--- src/logic/emb_pkg.sv ---
// Constants and carrier types for the external memory bus control block.
// Assumes a single oscillator-rate clock; one clock edge is one osc period.
package emb_pkg;

  // ****************************************************************
  // Bus timing, in oscillator periods
  // ****************************************************************
  localparam logic [3:0]  EMB_CYCLE_LAST   = 4'hB;   // 12 periods per cycle
  localparam logic [3:0]  EMB_SLOT_LEN     = 4'h6;   // One strobe every six
  localparam logic [2:0]  EMB_SLOT_LAST    = 3'h5;   // Last period of a slot
  localparam logic [2:0]  EMB_ALE_LEN      = 3'h2;   // Latch strobe width
  localparam logic [2:0]  EMB_ADDR_HOLD    = 3'h3;   // Low address held
  localparam logic [2:0]  EMB_PSTB_FIRST   = 3'h2;   // Program strobe start
  localparam logic [3:0]  EMB_DSTB_FIRST   = 4'h3;   // Data strobe start
  localparam logic [3:0]  EMB_DSTB_LAST    = 4'hA;   // Data strobe end

  // ****************************************************************
  // Program space split and reset values
  // ****************************************************************
  localparam logic [15:0] EMB_INT_ROM_LIMIT = 16'h2000; // 8192 bytes
  localparam logic [7:0]  EMB_PORT_ONES     = 8'hFF;
  localparam logic [7:0]  EMB_PORT_ZERO     = 8'h00;

  // Kind of the current machine cycle
  typedef enum logic {
    EMB_CYC_FETCH,
    EMB_CYC_DATA
  } emb_cyc_e;

  // External data move request from the core
  typedef struct packed {
    logic        wide;    // 16-bit pointer form
    logic        write;
    logic [15:0] addr;
    logic [7:0]  wdata;
  } emb_dreq_s;

  // One 8-bit port pin group: drive value, strong enable, weak pull-up
  typedef struct packed {
    logic [7:0] dout;
    logic [7:0] oe;
    logic [7:0] weak_pu;
  } emb_port_s;

endpackage

--- src/logic/emb_ctrl.sv ---
// External program and data memory bus control.
// Assumes clk_i is the oscillator input rate and that the core holds a
// data request valid until it sees the acknowledge.
//
// Operation
// - The internal clock is the oscillator clock halved by a toggle.
// - A high port pin whose latch holds one is only pulled up weakly.
// - The high port drives the upper address on external fetches and wide-pointer moves.
// - Address ones on the high port are driven strongly.
// - Narrow-pointer moves leave the port latch contents on the high port.
// - The program strobe pulses every six periods on external fetch, never in data cycles.
// - The program strobe stays high while fetching internally.
// - The latch strobe pulses every six periods except in the second half of data cycles.
// - With the select high, addresses below 8192 are fetched internally.
// - With the select low, every fetch is external.
// - The low port carries address then data during external accesses.
module emb_ctrl
  import emb_pkg::*;
(
  // Clock and reset
  input  wire logic      clk_i,
  input  wire logic      srst_i,
  // Core side: fetch
  input  wire logic [15:0] program_counter_i,
  output logic           fetch_external_o,
  output logic           fetch_valid_o,
  output logic [7:0]     fetch_data_o,
  // Core side: data moves and port latch
  input  wire logic      data_req_valid_i,
  input  wire emb_dreq_s data_req_i,
  output logic           data_req_ack_o,
  output logic           data_done_o,
  output logic [7:0]     data_rdata_o,
  input  wire logic [7:0] high_port_latch_i,
  output logic [7:0]     high_port_rd_o,
  output logic           int_clk_o,
  // Pins
  input  wire logic      ext_fetch_select_i,
  input  wire logic [7:0] low_addr_data_port_i,
  output emb_port_s      low_addr_data_port_o,
  input  wire logic [7:0] high_addr_port_i,
  output emb_port_s      high_addr_port_o,
  output logic           ale_o,
  output logic           program_read_strobe_n_o,
  output logic           data_read_strobe_n_o,
  output logic           data_write_strobe_n_o
);

  // ****************************************************************
  // Helpers
  // ****************************************************************
  // Position inside the current six-period slot
  function automatic logic [2:0] emb_slot_pos(input logic [3:0] cnt);
    logic [3:0] p;
    p = (cnt >= EMB_SLOT_LEN) ? cnt - EMB_SLOT_LEN : cnt;
    return p[2:0];
  endfunction

  // Fetch from outside when the select is low or the address is high
  function automatic logic emb_fetch_ext(input logic sel,
                                         input logic [15:0] pc);
    return !sel || (pc >= EMB_INT_ROM_LIMIT);
  endfunction

  // ****************************************************************
  // State
  // ****************************************************************
  logic [3:0]  cnt_q;
  emb_cyc_e    kind_q;
  logic        slot_ext_q;
  logic [15:0] slot_pc_q;
  emb_dreq_s   dreq_q;
  logic        sel_s1, sel_s2;
  logic        fetch_smp_q;
  logic [7:0]  lo_s1, lo_s2;
  logic [7:0]  hi_s1, hi_s2;

  // ****************************************************************
  // Decode
  // ****************************************************************
  wire logic [2:0]  pos        = emb_slot_pos(cnt_q);
  wire logic        cyc_end    = (cnt_q == EMB_CYCLE_LAST);
  wire logic        slot_end   = (pos == EMB_SLOT_LAST);
  wire logic        in_data    = (kind_q == EMB_CYC_DATA);
  wire logic        data_late  = in_data && (cnt_q >= EMB_SLOT_LEN);
  wire logic        fetch_ext  = !in_data && slot_ext_q;
  wire logic        next_ext   = emb_fetch_ext(sel_s2, program_counter_i);
  wire logic        in_dstb    = in_data && (cnt_q >= EMB_DSTB_FIRST)
                                 && (cnt_q <= EMB_DSTB_LAST);
  wire logic        ale_w      = (pos < EMB_ALE_LEN) && !data_late;
  wire logic        pstb_w     = fetch_ext && (pos >= EMB_PSTB_FIRST);
  wire logic        lo_addr_w  = (pos < EMB_ADDR_HOLD)
                                 && (fetch_ext || (in_data && !data_late));
  wire logic        lo_wr_w    = in_data && dreq_q.write
                                 && (cnt_q >= EMB_DSTB_FIRST);
  wire logic        hi_addr_w  = fetch_ext || (in_data && dreq_q.wide);
  wire logic [15:0] addr_w     = in_data ? dreq_q.addr : slot_pc_q;
  wire emb_cyc_e    next_kind  = (cyc_end && data_req_valid_i) ?
                                 EMB_CYC_DATA : EMB_CYC_FETCH;
  wire emb_port_s   next_lo;
  wire emb_port_s   next_hi;

  // Request taken only at a cycle boundary so a fetch slot never splits
  assign data_req_ack_o = cyc_end && data_req_valid_i;

  // Low port: address, then write data, else floating for reads
  assign next_lo.dout    = lo_addr_w ? addr_w[7:0] : dreq_q.wdata;
  assign next_lo.oe      = (lo_addr_w || lo_wr_w) ? EMB_PORT_ONES
                                                  : EMB_PORT_ZERO;
  assign next_lo.weak_pu = EMB_PORT_ZERO;

  // High port: strong address drive, otherwise plain latch behaviour
  assign next_hi.dout    = hi_addr_w ? addr_w[15:8]
                                     : high_port_latch_i;
  assign next_hi.oe      = hi_addr_w ? EMB_PORT_ONES
                                     : ~high_port_latch_i;
  assign next_hi.weak_pu = hi_addr_w ? EMB_PORT_ZERO
                                     : high_port_latch_i;

  // ****************************************************************
  // Pin synchronisers
  // ****************************************************************
  // Two stages on every pin input before any logic looks at it
  always_ff @(posedge clk_i) begin
    sel_s1 <= ext_fetch_select_i;
    sel_s2 <= sel_s1;
    lo_s1 <= low_addr_data_port_i;
    lo_s2 <= lo_s1;
    hi_s1 <= high_addr_port_i;
    hi_s2 <= hi_s1;
  end

  // ****************************************************************
  // Sequencing
  // ****************************************************************
  // Toggle halves the oscillator; no duty cycle demand on the input
  always_ff @(posedge clk_i) begin
    if (srst_i) begin
      int_clk_o <= 1'b0;
    end else begin
      int_clk_o <= ~int_clk_o;
    end
  end

  // Period counter, cycle kind and per-slot fetch source
  always_ff @(posedge clk_i) begin
    if (srst_i) begin
      cnt_q      <= 4'h0;
      kind_q     <= EMB_CYC_FETCH;
      slot_ext_q <= 1'b0;
      slot_pc_q  <= 16'h0000;
      dreq_q     <= '0;
    end else begin
      cnt_q <= cyc_end ? 4'h0 : cnt_q + 4'h1;
      if (cyc_end) begin
        kind_q <= next_kind;
        dreq_q <= data_req_i;
      end
      if (slot_end) begin
        slot_ext_q <= next_ext;
        slot_pc_q  <= program_counter_i;
      end
    end
  end

  // Registered pins; reads sample the synchronised port, which lags the
  // pin by two periods, so memory must answer early in the strobe
  always_ff @(posedge clk_i) begin
    if (srst_i) begin
      ale_o                   <= 1'b0;
      program_read_strobe_n_o <= 1'b1;
      data_read_strobe_n_o    <= 1'b1;
      data_write_strobe_n_o   <= 1'b1;
      low_addr_data_port_o    <= '0;
      high_addr_port_o        <= '{dout: EMB_PORT_ONES, oe: EMB_PORT_ZERO,
                                   weak_pu: EMB_PORT_ONES};
    end else begin
      ale_o                   <= ale_w;
      program_read_strobe_n_o <= !pstb_w;
      data_read_strobe_n_o    <= !(in_dstb && !dreq_q.write);
      data_write_strobe_n_o   <= !(in_dstb && dreq_q.write);
      low_addr_data_port_o    <= next_lo;
      high_addr_port_o        <= next_hi;
    end
  end

  // Results back to the core
  always_ff @(posedge clk_i) begin
    if (srst_i) begin
      fetch_smp_q      <= 1'b0;
      fetch_valid_o    <= 1'b0;
      fetch_data_o     <= 8'h00;
      data_done_o      <= 1'b0;
      data_rdata_o     <= 8'h00;
      fetch_external_o <= 1'b0;
      high_port_rd_o   <= 8'h00;
    end else begin
      fetch_smp_q      <= fetch_ext && slot_end;
      fetch_valid_o    <= fetch_smp_q;
      data_done_o      <= in_data && (cnt_q == EMB_DSTB_LAST);
      fetch_external_o <= fetch_ext;
      high_port_rd_o   <= hi_s2;
      // One period after slot end: before that the synchronised port
      // still shows the address that stood before the port was released
      if (fetch_smp_q) begin
        fetch_data_o <= lo_s2;
      end
      if (in_data && !dreq_q.write && (cnt_q == EMB_DSTB_LAST)) begin
        data_rdata_o <= lo_s2;
      end
    end
  end

  // ****************************************************************
  // Assertions
  // ****************************************************************
  // Reset stretched by one period for the checks, so that no attempt
  // starts on the release edge while outputs still hold reset values
  logic        rst_q;
  always_ff @(posedge clk_i) begin
    rst_q <= srst_i;
  end
endmodule

--- config.mk ---
export PLATFORM = sky130hd
export DESIGN_NAME = emb_ctrl
export DESIGN_NICKNAME = d
export VERILOG_FILES = /design/src/logic/emb_pkg.sv /design/src/logic/emb_ctrl.sv
export SDC_FILE = /design/constraint.sdc
export NUM_CORES = 1
export LEC_CHECK = 0
export ABC_AREA = 0
export BUFFER_PORTS_ARGS = -buffer_cell sky130_fd_sc_hd__buf_4
export CAP_MARGIN = 20
export CORE_MARGIN = 4
export CORE_UTILIZATION = 35
export DETAILED_ROUTE_END_ITERATION = 12
export MAX_ROUTING_LAYER = met4
export PLACE_DENSITY = 0.65
export SKIP_LAST_GASP = 1
export SLEW_MARGIN = 20
export SYNTH_ARGS = -nofsm -noshare
export SYNTH_HDL_FRONTEND = slang
export SYNTH_SLANG_ARGS = --single-unit
export TNS_END_PERCENT = 5
--- constraint.sdc ---
create_clock -name clk_i -period 1.9 [get_ports clk_i]
set_clock_uncertainty 0.2 [all_clocks]
set_input_delay 0.19 -clock clk_i [delete_from_list [all_inputs] [get_ports clk_i]]
set_output_delay 0.19 -clock clk_i [all_outputs]
set_load 0.05 [all_outputs]
* Yosys cells after proc, flatten, opt, wreduce, memory -nomap -nowiden *
Index checks and enable logic that the tools add are counted.

cells by class
  add/subtract/negate cells = 2
  magnitude comparators = 7
  equal/unequal tests = 3
  muxes and demuxes = 8
  bitwise gates (word level) = 2
  reductions and logical operators = 30

operators with widths
  operator              count
  $mux 8                5
  $logic_and 1x1->1     18
  $ge 16x14->1 const B  1
  $mux 16               1
  $eq 4x4->1 const B    2
  $not 8->8             1
  $logic_not 1->1       7
  $lt 3x2->1 const B    2
  $add 4x1->4 const B   1
  $ge 4x2->1 const B    1
  $ge 4x3->1 const B    1
  $le 4x4->1 const B    1
  $logic_or 1x1->1      4
  $eq 3x3->1 const B    1
  $ge 3x2->1 const B    1
  $mux 3                1
  $sub 3x3->3 const B   1
  $reduce_or 2->1       1
  $mux 1                1
  $not 1->1             1

storage, ports and cells
  register bits after elaboration = 163
  input bits = 70
  output and inout bits = 81
  logic and storage cells = 84

* Logic depth before layout (Yosys ltp) *
Gate-level depths: netlist of the first run.

  word-level depth = 8
  depth in mapped cells = 8
  mapped depth without buffers = 6

* Worst setup path after synthesis of the first run *
No wires, ideal clock.

  path kind = flip-flop to output port
  start point = reg cnt_q[1]
  end point = out data_req_ack_o
  arrival = 1.664 ns
  required time = 1.510 ns
  path slack = -0.154 ns
  stages on the path, launching flop included = 6
  buffers on the path = 1
  path through = dfxtp_1 > ha_1 > and3_1 > clkbuf_1 > nand2_1 > inv_1

between the ends
  cells in the longest elaborated chain, start to end = 2

ends and longest elaborated chain
  what                      RTL line         text
  start: declaration        emb_ctrl.sv:68   logic [3:0] cnt_q;
  start signal: assignment  emb_ctrl.sv:154  cnt_q <= cyc_end ? 4'h0 : cnt_q + 4'h1;
  $eq 4x4->1                emb_ctrl.sv:82   wire logic cyc_end = (cnt_q == EMB_CYCLE_LAST);
  $logic_and 1x1->1         emb_ctrl.sv:104  assign data_req_ack_o = cyc_end && data_req_valid_i;
  end: declaration          emb_ctrl.sv:31   output logic data_req_ack_o,

No other way between the ends.

* Worst setup path after layout of the first run *
Same ends and word-level chain as after synthesis.

==> results of run 1 <==
[logic make-up (layout without fill, tap and decap cells)]
group                      after synthesis  in the layout
DFF                                    148            148
and+or+nand+nor                        143            143
AOI/OAI and AO/OA                       79             79
buffers and inverters                   56            284
muxes                                   41             41
adders and majority gates                4              4
other                                    1              8
xor gates and xnor gates                 1              1
[final cells by class]
cell class,count,area [um2]
Clock buffer,20,457
Timing Repair Buffer,240,2100
Tap cell,180,225
Sequential cell,148,2970
Inverter,12,51.3
Fill cell,1147,6160
Multi-Input combinational cell,276,1790
Clock inverter,12,178
[Yosys cell counts, drive strengths merged, types with 2 or more instances]
| master | n |
|---|---|
| a21o | 8 |
| a311oi | 8 |
| o21bai | 8 |
| mux2i | 41 |
| nor2 | 46 |
| nand2 | 59 |
| nand2b | 3 |
| ha | 4 |
| nor2b | 19 |
| clkbuf | 14 |
| or2 | 2 |
| o211ai | 3 |
| inv | 12 |
| o21ai | 3 |
| dfxtp | 148 |
| a21oi | 39 |
| a211oi | 8 |
| nand3 | 2 |
| buf | 30 |
| nor3 | 7 |
[path summary, 6_finish.rpt]
check	endpoint	slack, ps	cells after the start
worst min-delay path	hi_s2[3]	120	0
worst min register to register	hi_s2[3]	120	0
worst max register to register	low_addr_data_port_o[16]	20	7
worst max-delay path	data_req_ack_o	4	6
[state kept, by name, summed over array words and instances (netlist names), 4 cells and up]
| name | cells |
|---|---|
| low_addr_data_port_o | 9 |
| hi_s1 | 8 |
| slot_pc_q | 16 |
| fetch_data_o | 8 |
| data_rdata_o | 8 |
| cnt_q | 4 |
| high_addr_port_o | 24 |
| lo_s1 | 8 |
| lo_s2 | 8 |
| high_port_rd_o | 8 |
| hi_s2 | 8 |
| dreq_q | 26 |
[routing by layer]
layer | part of all wire, % | global-route usage, % | vias up
met5 | 0 | - | -
met4 | 1.6 | 4.73 | 0
met3 | 6.0 | 4.68 | 17
met2 | 47 | 25.0 | 118
met1 | 45 | 20.3 | 1823
li1 | - | - | 2002
[what timing repair did]
item / CTS / global route
gates cloned: 0 / 2
hold buffers: 69 / 0
endpoints found under the setup margin: 9 / 25
gates resized for setup: 13 / 13
setup buffers: 9 / 0
pin swaps: 3 / 1
hold endpoints to repair: 89 / 0
[where the power goes]
group / switching, mW / leakage, nW / internal, mW
Sequential: 0.0328 / 1.22 / 3.20
Clock: 1.26 / 0.310 / 2.27
Combinational: 0.414 / 1.86 / 0.350
Total: 1.70 / 3.39 / 5.82
[worst max-delay path, stage by stage (launching register included)]
cell and delay, ps:
dfxtp_4 350, buf_6 120, ha_4 150, and3_4 160
nand2_4 70, clkinvlp_4 90, buf_8 150
[through the flow]
| step | instance area [um2] | hold WS (ps) | setup TNS (ps) | setup WS (ps) | instances |
|---|---|---|---|---|---|
| after floorplan | 5020 | 17.7 | 0 | 41.0 | 480 |
| after global placement | 6210 | 94.4 | -2.07 | -1.18 | 776 |
| after detailed placement | 6210 | 95.6 | -273 | -53.8 | 776 |
| after CTS | 7660 | 125 | -10.7 | -10.7 | 886 |
| after global routing | 7770 | 131 | -171 | -29.1 | 888 |
| final | 7770 | 124 | 0 | 4.29 | 888 |
==> summary.txt, run 1 <==
Synth
  – Asr flop ratio synth: 0%
  – Synth Flop Type: dfxtp_1
  – YS warnings: 0
  – Synth Area in Compound Gates: 11.3%
  – Sequential area share after synthesis: 59.4%
  – Mux cell area share after synthesis: 8.22%
  – Synth area leaders: dfxtp_1 (59%), mux2i_1 (8.2%), nand2_1 (4.4%)
  – Synth Area in Adders: under 10%
  – Post-synthesis simple-gate area fraction: roughly an eighth
  – Cell count after synthesis: ~470
  – Synth area leader: dfxtp_1
  – Synth top area share: approximately three fifths
  – Mapped cell area: 4990 um2
  – Post-synth EDFFs: 0
  – Largest family of logic cells by synthesized area: simple AND/OR/NAND/NOR gates
  – Mean area per synthesized cell: 10.5 um2
  – Xor and xnor area share after synthesis: less than 1%
  – Register bit total from synthesis: roughly 150
  – Netlist cell types: 40

STA
  – Final-report hold violation count: 0
  – Least-Margin Pin Slew: ~540 ps
  – RSZ-0062 raised after global routing: true
  – Fmax: between 500 and 600 MHz
  – Slew headroom: 64.0%
  – Final worst-path cycle share: ~100%
  – Final setup fails: 0
  – Max Slew Vio Count: 0
  – Minimum clock period: around 1900 ps

Routing
  – Drt pass-1 iters: 4
  – Wire per inst: around 14 um
  – Final ANT Viol Nets: 0
  – DRT iter0 DRCs: approximately 190
  – # DRC: 0
  – Via density: 4.46
  – Post-Route WL: ~13000 um
  – DR vias: ~4000

Die
  – Num rows: 43
  – Die area: around 16000 um2
  – Die Ht: approximately 130 um
  – Die span in x: 127 um
  – Placeable Area: 13900 um2
  – Initial Utilization: 35.8%
  – I/O pin cnt: roughly 150

Worst setup path
  – Reg-to-Reg Start: cnt_q[0]
  – Worst EP arrival: approximately 1500 ps
  – Critical Path Fanout Max: 3
  – Crit path capture type: output pin
  – Setup CP Type: reg -> out
  – Crit. Startpoint: cnt_q[1]
  – WP data required: roughly 1500 ps
  – CP startpoint kind: flop

Placement
  – Hpwl dp: 8550 um
  – Placer congestion estimate: 0.821
  – Port bufs: about 140

Clock tree
  – CTS buffer count: 17
  – Clock tree buffer depth: 2
  – Worst-path clk slew: 60 ps
  – Clk sinks: roughly 150
  – Clk_lat worst skew: 410 ps
  – Root buffer cell: clkbuf_16
  – H-Tree Depth: 4
  – CTS tree: done

GRT
  – Vias in the first global route: between 3000 and 4000
  – Initial antenna violation count: 0
  – Remaining global-route overflow: 0
  – Largest net degree at the start of global routing: between 40 and 50
  – First-pass GRT wire length: 19800 um
  – GRT Total Usage: between 10% and 20%

Layout
  – Commonest non-fill, non-tap cell in the layout: buf_4
  – Share of layout cells above drive strength 1: approximately a third
  – Antenna cell count: 0
  – P&R area growth vs syn: 55.8%
  – Final Util: approximately 56%
  – Most frequent cells in the layout: buf_4 (160), dfxtp_1 (145), dlygate4sd3_1 (69)
  – Net count of the finished layout: roughly 770

Pwr
  – Leakage: roughly 3.4 nW
  – Tot Pwr: 7.52 mW
  – VDD IR max: 0.549 mV
  – Pwr Density: roughly 970 nW/um2

Worst hold path
  – HP Start: hi_s1[3]
  – Hold WC Path Type: reg -> reg

Job
  – MaxCap Viol Count: 0

Run status
  – Status: finished clean
Power figures use the tool's default switching activity.
==> run 2: changes to the inputs <==
--- a/config.mk
+++ b/config.mk
@@ -8,8 +8,9 @@
 export ABC_AREA = 0
 export BUFFER_PORTS_ARGS = -buffer_cell sky130_fd_sc_hd__buf_4
 export CAP_MARGIN = 20
-export CORE_MARGIN = 4
+export CORE_MARGIN = 2
 export CORE_UTILIZATION = 35
+export CTS_CLUSTER_SIZE = 12
 export DETAILED_ROUTE_END_ITERATION = 12
 export MAX_ROUTING_LAYER = met4
 export PLACE_DENSITY = 0.65
==> summary.txt, run 2 (same netlist as run 1, synthesis figures left out) <==
Pwr
  – VDD IR max: between 0.5 and 0.6 mV
  – Gate power share: about 10%
  – Tot Pwr: 7.24 mW
  – P_sw: approximately 1.7 mW
  – Switching Share: between 20% and 30%
  – Leakage: around 3.3 nW
  – Int Power: ~5.5 mW
  – Pwr Density: ~950 nW/um2
  – Clock share of power: ~45%
  – Sequential Power Share: about 45%

Layout
  – Design area: around 7600 um2
  – Biggest regs: dreq_q: 26 flops, high_addr_port_o: 24 flops, slot_pc_q: 16 flops
  – Biggest register: dreq_q
  – Commonest non-fill, non-tap cell in the layout: buf_4
  – Area occupied by multi-input gates: ~1800 um2
  – Most frequent cells in the layout: buf_4 (157), dfxtp_1 (145), dlygate4sd3_1 (68)
  – Net count of the finished layout: between 700 and 800
  – Share of layout cells above drive strength 1: roughly a third
  – Antenna cell count: 0
  – Reg area: between 2000 and 3000 um2
  – Filler cell count: around 1200
  – P&R area growth vs syn: 52.2%
  – Number of flip-flops under the largest register name: 26

STA
  – Final-report hold violation count: 0
  – Least-Margin Pin Slew: around 550 ps
  – Min Hold Slack: 34.3 ps
  – Max Slew Vio Count: 0
  – Fmax: 534 MHz
  – RSZ-0062 raised after global routing: true
  – Final worst-path cycle share: a little over nine tenths
  – Final setup fails: 0
  – Final worst slack: between 20 and 30 ps
  – Setup TNS: 0 ps
  – Slew headroom: 63.0%
  – Minimum clock period: around 1900 ps

Worst setup path
  – Reg-to-Reg Start: cnt_q[0]
  – Worst Reg-to-Reg Cells: 6
  – Crit path capture type: output pin
  – Critical Path Fanout Max: 7
  – Worst EP arrival: around 1500 ps
  – Setup CP Type: reg -> out
  – Setup crit end: data_req_ack_o
  – Reg2reg end: low_addr_data_port_o[16]
  – WP data required: approximately 1500 ps
  – Crit. Startpoint: cnt_q[0]
  – CP startpoint kind: flop
  – Setup slack, reg-to-reg: between 20 and 30 ps

Clock tree
  – Clock tree buffer depth: 2
  – CTS buffer count: 17
  – Clk sinks: approximately 150
  – Root buffer cell: clkbuf_16
  – Worst-path clk slew: 60 ps
  – Clk_lat worst skew: about 400 ps
  – H-Tree Depth: 4
  – CTS tree: done

Routing
  – # DRC: 0
  – Wire per inst: between 10 and 15 um
  – DRT iter0 DRCs: 151
  – Via density: 4.54
  – Post-Route WL: 12400 um
  – Final ANT Viol Nets: 0
  – Drt pass-1 iters: 5
  – DR vias: 3993

Placement
  – Placed cell area: between 6000 and 7000 um2
  – Dpl ws: -24.7 ps
  – Hpwl dp: between 8000 and 9000 um
  – Placer congestion estimate: 0.845
  – Port bufs: around 140

Job
  – MaxCap Viol Count: 0

Worst hold path
  – Hold WC Path Type: in -> reg
  – HP Start: srst_i

GRT
  – First-pass GRT wire length: 18500 um
  – GRT Total Usage: between 10% and 20%
  – Remaining global-route overflow: 0
  – Vias in the first global route: between 3000 and 4000
  – Largest net degree at the start of global routing: 51
  – Initial antenna violation count: 0

Die
  – Die Ht: between 100 and 150 um
  – I/O pin cnt: about 150
  – Num rows: 43
  – Placeable Area: approximately 14000 um2
  – Initial Utilization: between 30% and 40%
  – Die span in x: between 100 and 150 um
  – Die area: 15200 um2

Run status
  – Status: finished clean
-- run 2: cell types whose count changed in the layout (fill, tap and decap cells not counted), sizes merged --
| cell | change |
|---|---|
| clkinv | -6 |
| inv | +1 |
| buf | -6 |
| dlygate4sd3 | -1 |
| clkinvlp | +5 |
| bufinv | -2 |
| clkbuf | +1 |
-- run 2: metrics by stage --
| stage | utilization (%) | cells |
|---|---|---|
| 2_1_floorplan | - | 480 |
| 3_3_place_gp | 44.9 | 778 |
| 3_5_place_dp | 44.9 | 778 |
| 4_1_cts | 54.3 | 879 |
| 5_1_grt | 54.7 | 880 |
| 6_report | 54.7 | 880 |
-- run 2: layer usage --
metal  GRT usage [%]  part of all wire (%)
met5               -                     0
met4            8.59                   2.8
met3            4.20                   4.6
met2            27.6                    50
met1            18.7                    43
-- run 2: how the worst min path moves through the flow --
stage / endpoint / slack [ps] / cells after the start
3_5_place_dp: lo_s1[7] / 100 / 1
3_3_place_gp: hi_s1[0] / 90 / 1
4_1_cts: int_clk_o / 20 / 2
5_1_grt: fetch_data_o[4] / 50 / 2
2_1_floorplan: hi_s1[0] / 20 / 0
6_report: int_clk_o / 30 / 2
-- run 2: area by class of cell --
type / count / share of cell area, %
repair buffers: 232 / 26.3
well taps: 180 / 2.97
inverters: 12 / 0.643
clock inverters: 10 / 1.62
flip-flops and latches: 148 / 39.1
multi-input cells: 276 / 23.2
clock buffers: 22 / 6.11
-- run 2: what timing repair did --
action / 4_1_cts / 5_1_grt
hold buffers: 68 / 0
gates cloned: 0 / 1
endpoints found under the setup margin: 9 / 9
hold endpoints to repair: 85 / 0
pin swaps: 0 / 1
buffers inserted: 1 / 0
resized for setup: 9 / 7
-- run 2: power groups by stage --
| stage | combinational, mW | clock (mW) | sequential, mW |
|---|---|---|---|
| floorplan | 0.208 | 0 | 3.47 |
| detailed placement | 0.604 | 0 | 3.31 |
| finish | 0.734 | 3.26 | 3.24 |
| global route | 0.775 | 3.47 | 3.25 |
| global placement | 0.594 | 0 | 3.30 |
| CTS | 0.724 | 3.34 | 3.24 |
-- run 2: critical path: stages (launching register included) --
cell and delay (ps):
dfxtp_4 370, ha_4 180, and3_4 180, nand2_4 80, clkinvlp_4 100, buf_8 160
==> run 3: changes to the inputs <==
--- a/config.mk
+++ b/config.mk
@@ -9,11 +9,11 @@
 export BUFFER_PORTS_ARGS = -buffer_cell sky130_fd_sc_hd__buf_4
 export CAP_MARGIN = 20
 export CORE_MARGIN = 2
-export CORE_UTILIZATION = 35
+export CORE_UTILIZATION = 30
 export CTS_CLUSTER_SIZE = 12
 export DETAILED_ROUTE_END_ITERATION = 12
 export MAX_ROUTING_LAYER = met4
-export PLACE_DENSITY = 0.65
+export PLACE_DENSITY = 0.58
 export SKIP_LAST_GASP = 1
 export SLEW_MARGIN = 20
 export SYNTH_ARGS = -nofsm -noshare
==> summary.txt, run 3 (same netlist as run 1, synthesis figures left out) <==
Placement
  – Port bufs: about 140
  – Hpwl dp: 8530 um
  – Placer congestion estimate: roughly 0.82
  – Placed cell area: approximately 6300 um2
  – Placed Cells: between 800 and 900

Die
  – Die span in x: between 100 and 150 um
  – Die Ht: approximately 130 um
  – I/O pin cnt: roughly 150
  – Placeable Area: between 15000 and 20000 um2
  – Num rows: 47
  – Initial Utilization: 30.4%
  – Die area: between 15000 and 20000 um2

STA
  – Max Slew Vio Count: 0
  – Final worst-path cycle share: 103%
  – Final-report hold violation count: 0
  – Least-Margin Pin Slew: ~560 ps
  – Fmax: between 500 and 600 MHz
  – RSZ-0062 raised after global routing: true
  – Setup TNS: -129 ps
  – Final worst slack: -60.3 ps
  – Slew headroom: a little over three fifths
  – Minimum clock period: just under 2000 ps
  – Final setup fails: 10

Layout
  – Commonest non-fill, non-tap cell in the layout: buf_4
  – Most frequent cells in the layout: buf_4 (173), dfxtp_1 (146), dlygate4sd3_1 (69)
  – Net count of the finished layout: roughly 780
  – Number of flip-flops under the largest register name: 26
  – P&R area growth vs syn: 54.8%
  – Biggest regs: dreq_q: 26 flops, high_addr_port_o: 24 flops, slot_pc_q: 16 flops
  – Filler cell count: 1468
  – Design area: between 7000 and 8000 um2
  – Antenna cell count: 0
  – Share of layout cells above drive strength 1: between 30 and 40%
  – Final Util: a little under half
  – Biggest register: dreq_q
  – Non-Filler Instances: between 900 and 1000

Routing
  – # DRC: 0
  – Via density: between 4 and 5
  – Post-Route WL: 12500 um
  – DR vias: 3976
  – Final ANT Viol Nets: 0
  – DRT iter0 DRCs: between 200 and 250
  – Wire per inst: between 10 and 15 um
  – Drt pass-1 iters: 4

Clock tree
  – H-Tree Depth: 4
  – Clk sinks: approximately 150
  – CTS tree: done
  – Clock tree buffer depth: 2
  – Root buffer cell: clkbuf_16
  – Worst-path clk slew: around 60 ps
  – Clk_lat worst skew: about 420 ps
  – CTS buffer count: 17

Worst setup path
  – WP data required: approximately 1500 ps
  – Worst EP arrival: between 1500 and 2000 ps
  – Critical Path Fanout Max: 4
  – Crit path capture type: output pin
  – Setup CP Type: reg -> out
  – CP startpoint kind: flop

GRT
  – Remaining global-route overflow: 0
  – Initial antenna violation count: 0
  – First-pass GRT wire length: slightly below 20000 um
  – GRT Total Usage: between 10% and 20%
  – Largest net degree at the start of global routing: between 40 and 50
  – Vias in the first global route: 3856

Pwr
  – VDD IR max: between 0.5 and 0.6 mV
  – Leakage: ~3.4 nW
  – Pwr Density: around 960 nW/um2
  – Tot Pwr: about 7.4 mW

Worst hold path
  – Hold WC Path Type: reg -> reg

Job
  – MaxCap Viol Count: 0

Run status
  – Failing checks: negative setup slack
  – Status: finished with violations
-- run 3: cell types whose count changed in the layout (fill, tap and decap cells not counted), moves of 2 or more --
cell      delta
buf_4       +16
clkinv_4     +4
a21oi_1      +3
a21oi_2      -3
buf_12       -2
buf_6        +2
clkbuf_1     -2
clkbuf_8     -2
-- run 3: report_power, final --
part	switching [mW]	leakage, nW	internal, mW
logic	0.414	1.87	0.349
registers	0.0323	1.22	3.20
clock network	1.32	0.279	2.08
-- run 3: timing repair --
action / 4_1_cts / 5_1_grt
endpoints found under the hold margin: 87 / 0
setup endpoints to repair: 9 / 26
resized for setup: 13 / 0
pin swaps: 2 / 2
buffers inserted: 5 / 5
hold buffers: 69 / 0
-- run 3: area by class of cell --
class / count / area (um2) / share of cell area (%)
Inverter: 12 / 48.8 / 0.632
Sequential cell: 148 / 2970 / 38.4
Multi-Input combinational cell: 276 / 1740 / 22.5
Clock buffer: 18 / 429 / 5.56
Timing Repair Buffer: 248 / 2090 / 27.0
Clock inverter: 14 / 180 / 2.33
Tap cell: 220 / 275 / 3.56
-- run 3: per-stage QoR --
step	worst slack, ps	hold slack [ps]
after floorplan	41.0	17.7
after global placement	-105	94.6
after detailed placement	-217	95.6
after CTS	-94.7	127
after global routing	-104	131
final	-60.3	126
-- run 3: path summary, 6_finish.rpt --
kind	from	endpoint	slack [ps]	cells after the start
worst max register to register	cnt_q[1]	slot_pc_q[8]	-20	7
worst min register to register	lo_s1[1]	lo_s2[1]	130	0
worst max-delay path	cnt_q[1]	data_req_ack_o	-60	6
worst min-delay path	lo_s1[1]	lo_s2[1]	130	0
-- run 3: routing by layer --
layer  part of all wire (%)  global-route usage [%]
met1                     45                    17.9
met4                    2.2                    7.05
met3                    6.3                    4.33
met2                     47                    22.5
met5                      0                       -
-- run 3: critical path: stages, from the launching register on --
cell and delay (ps):
dfxtp_4 360, buf_6 130, ha_4 160, and3_4 180, nand2_4 80, clkinvlp_4 90, buf_8 150
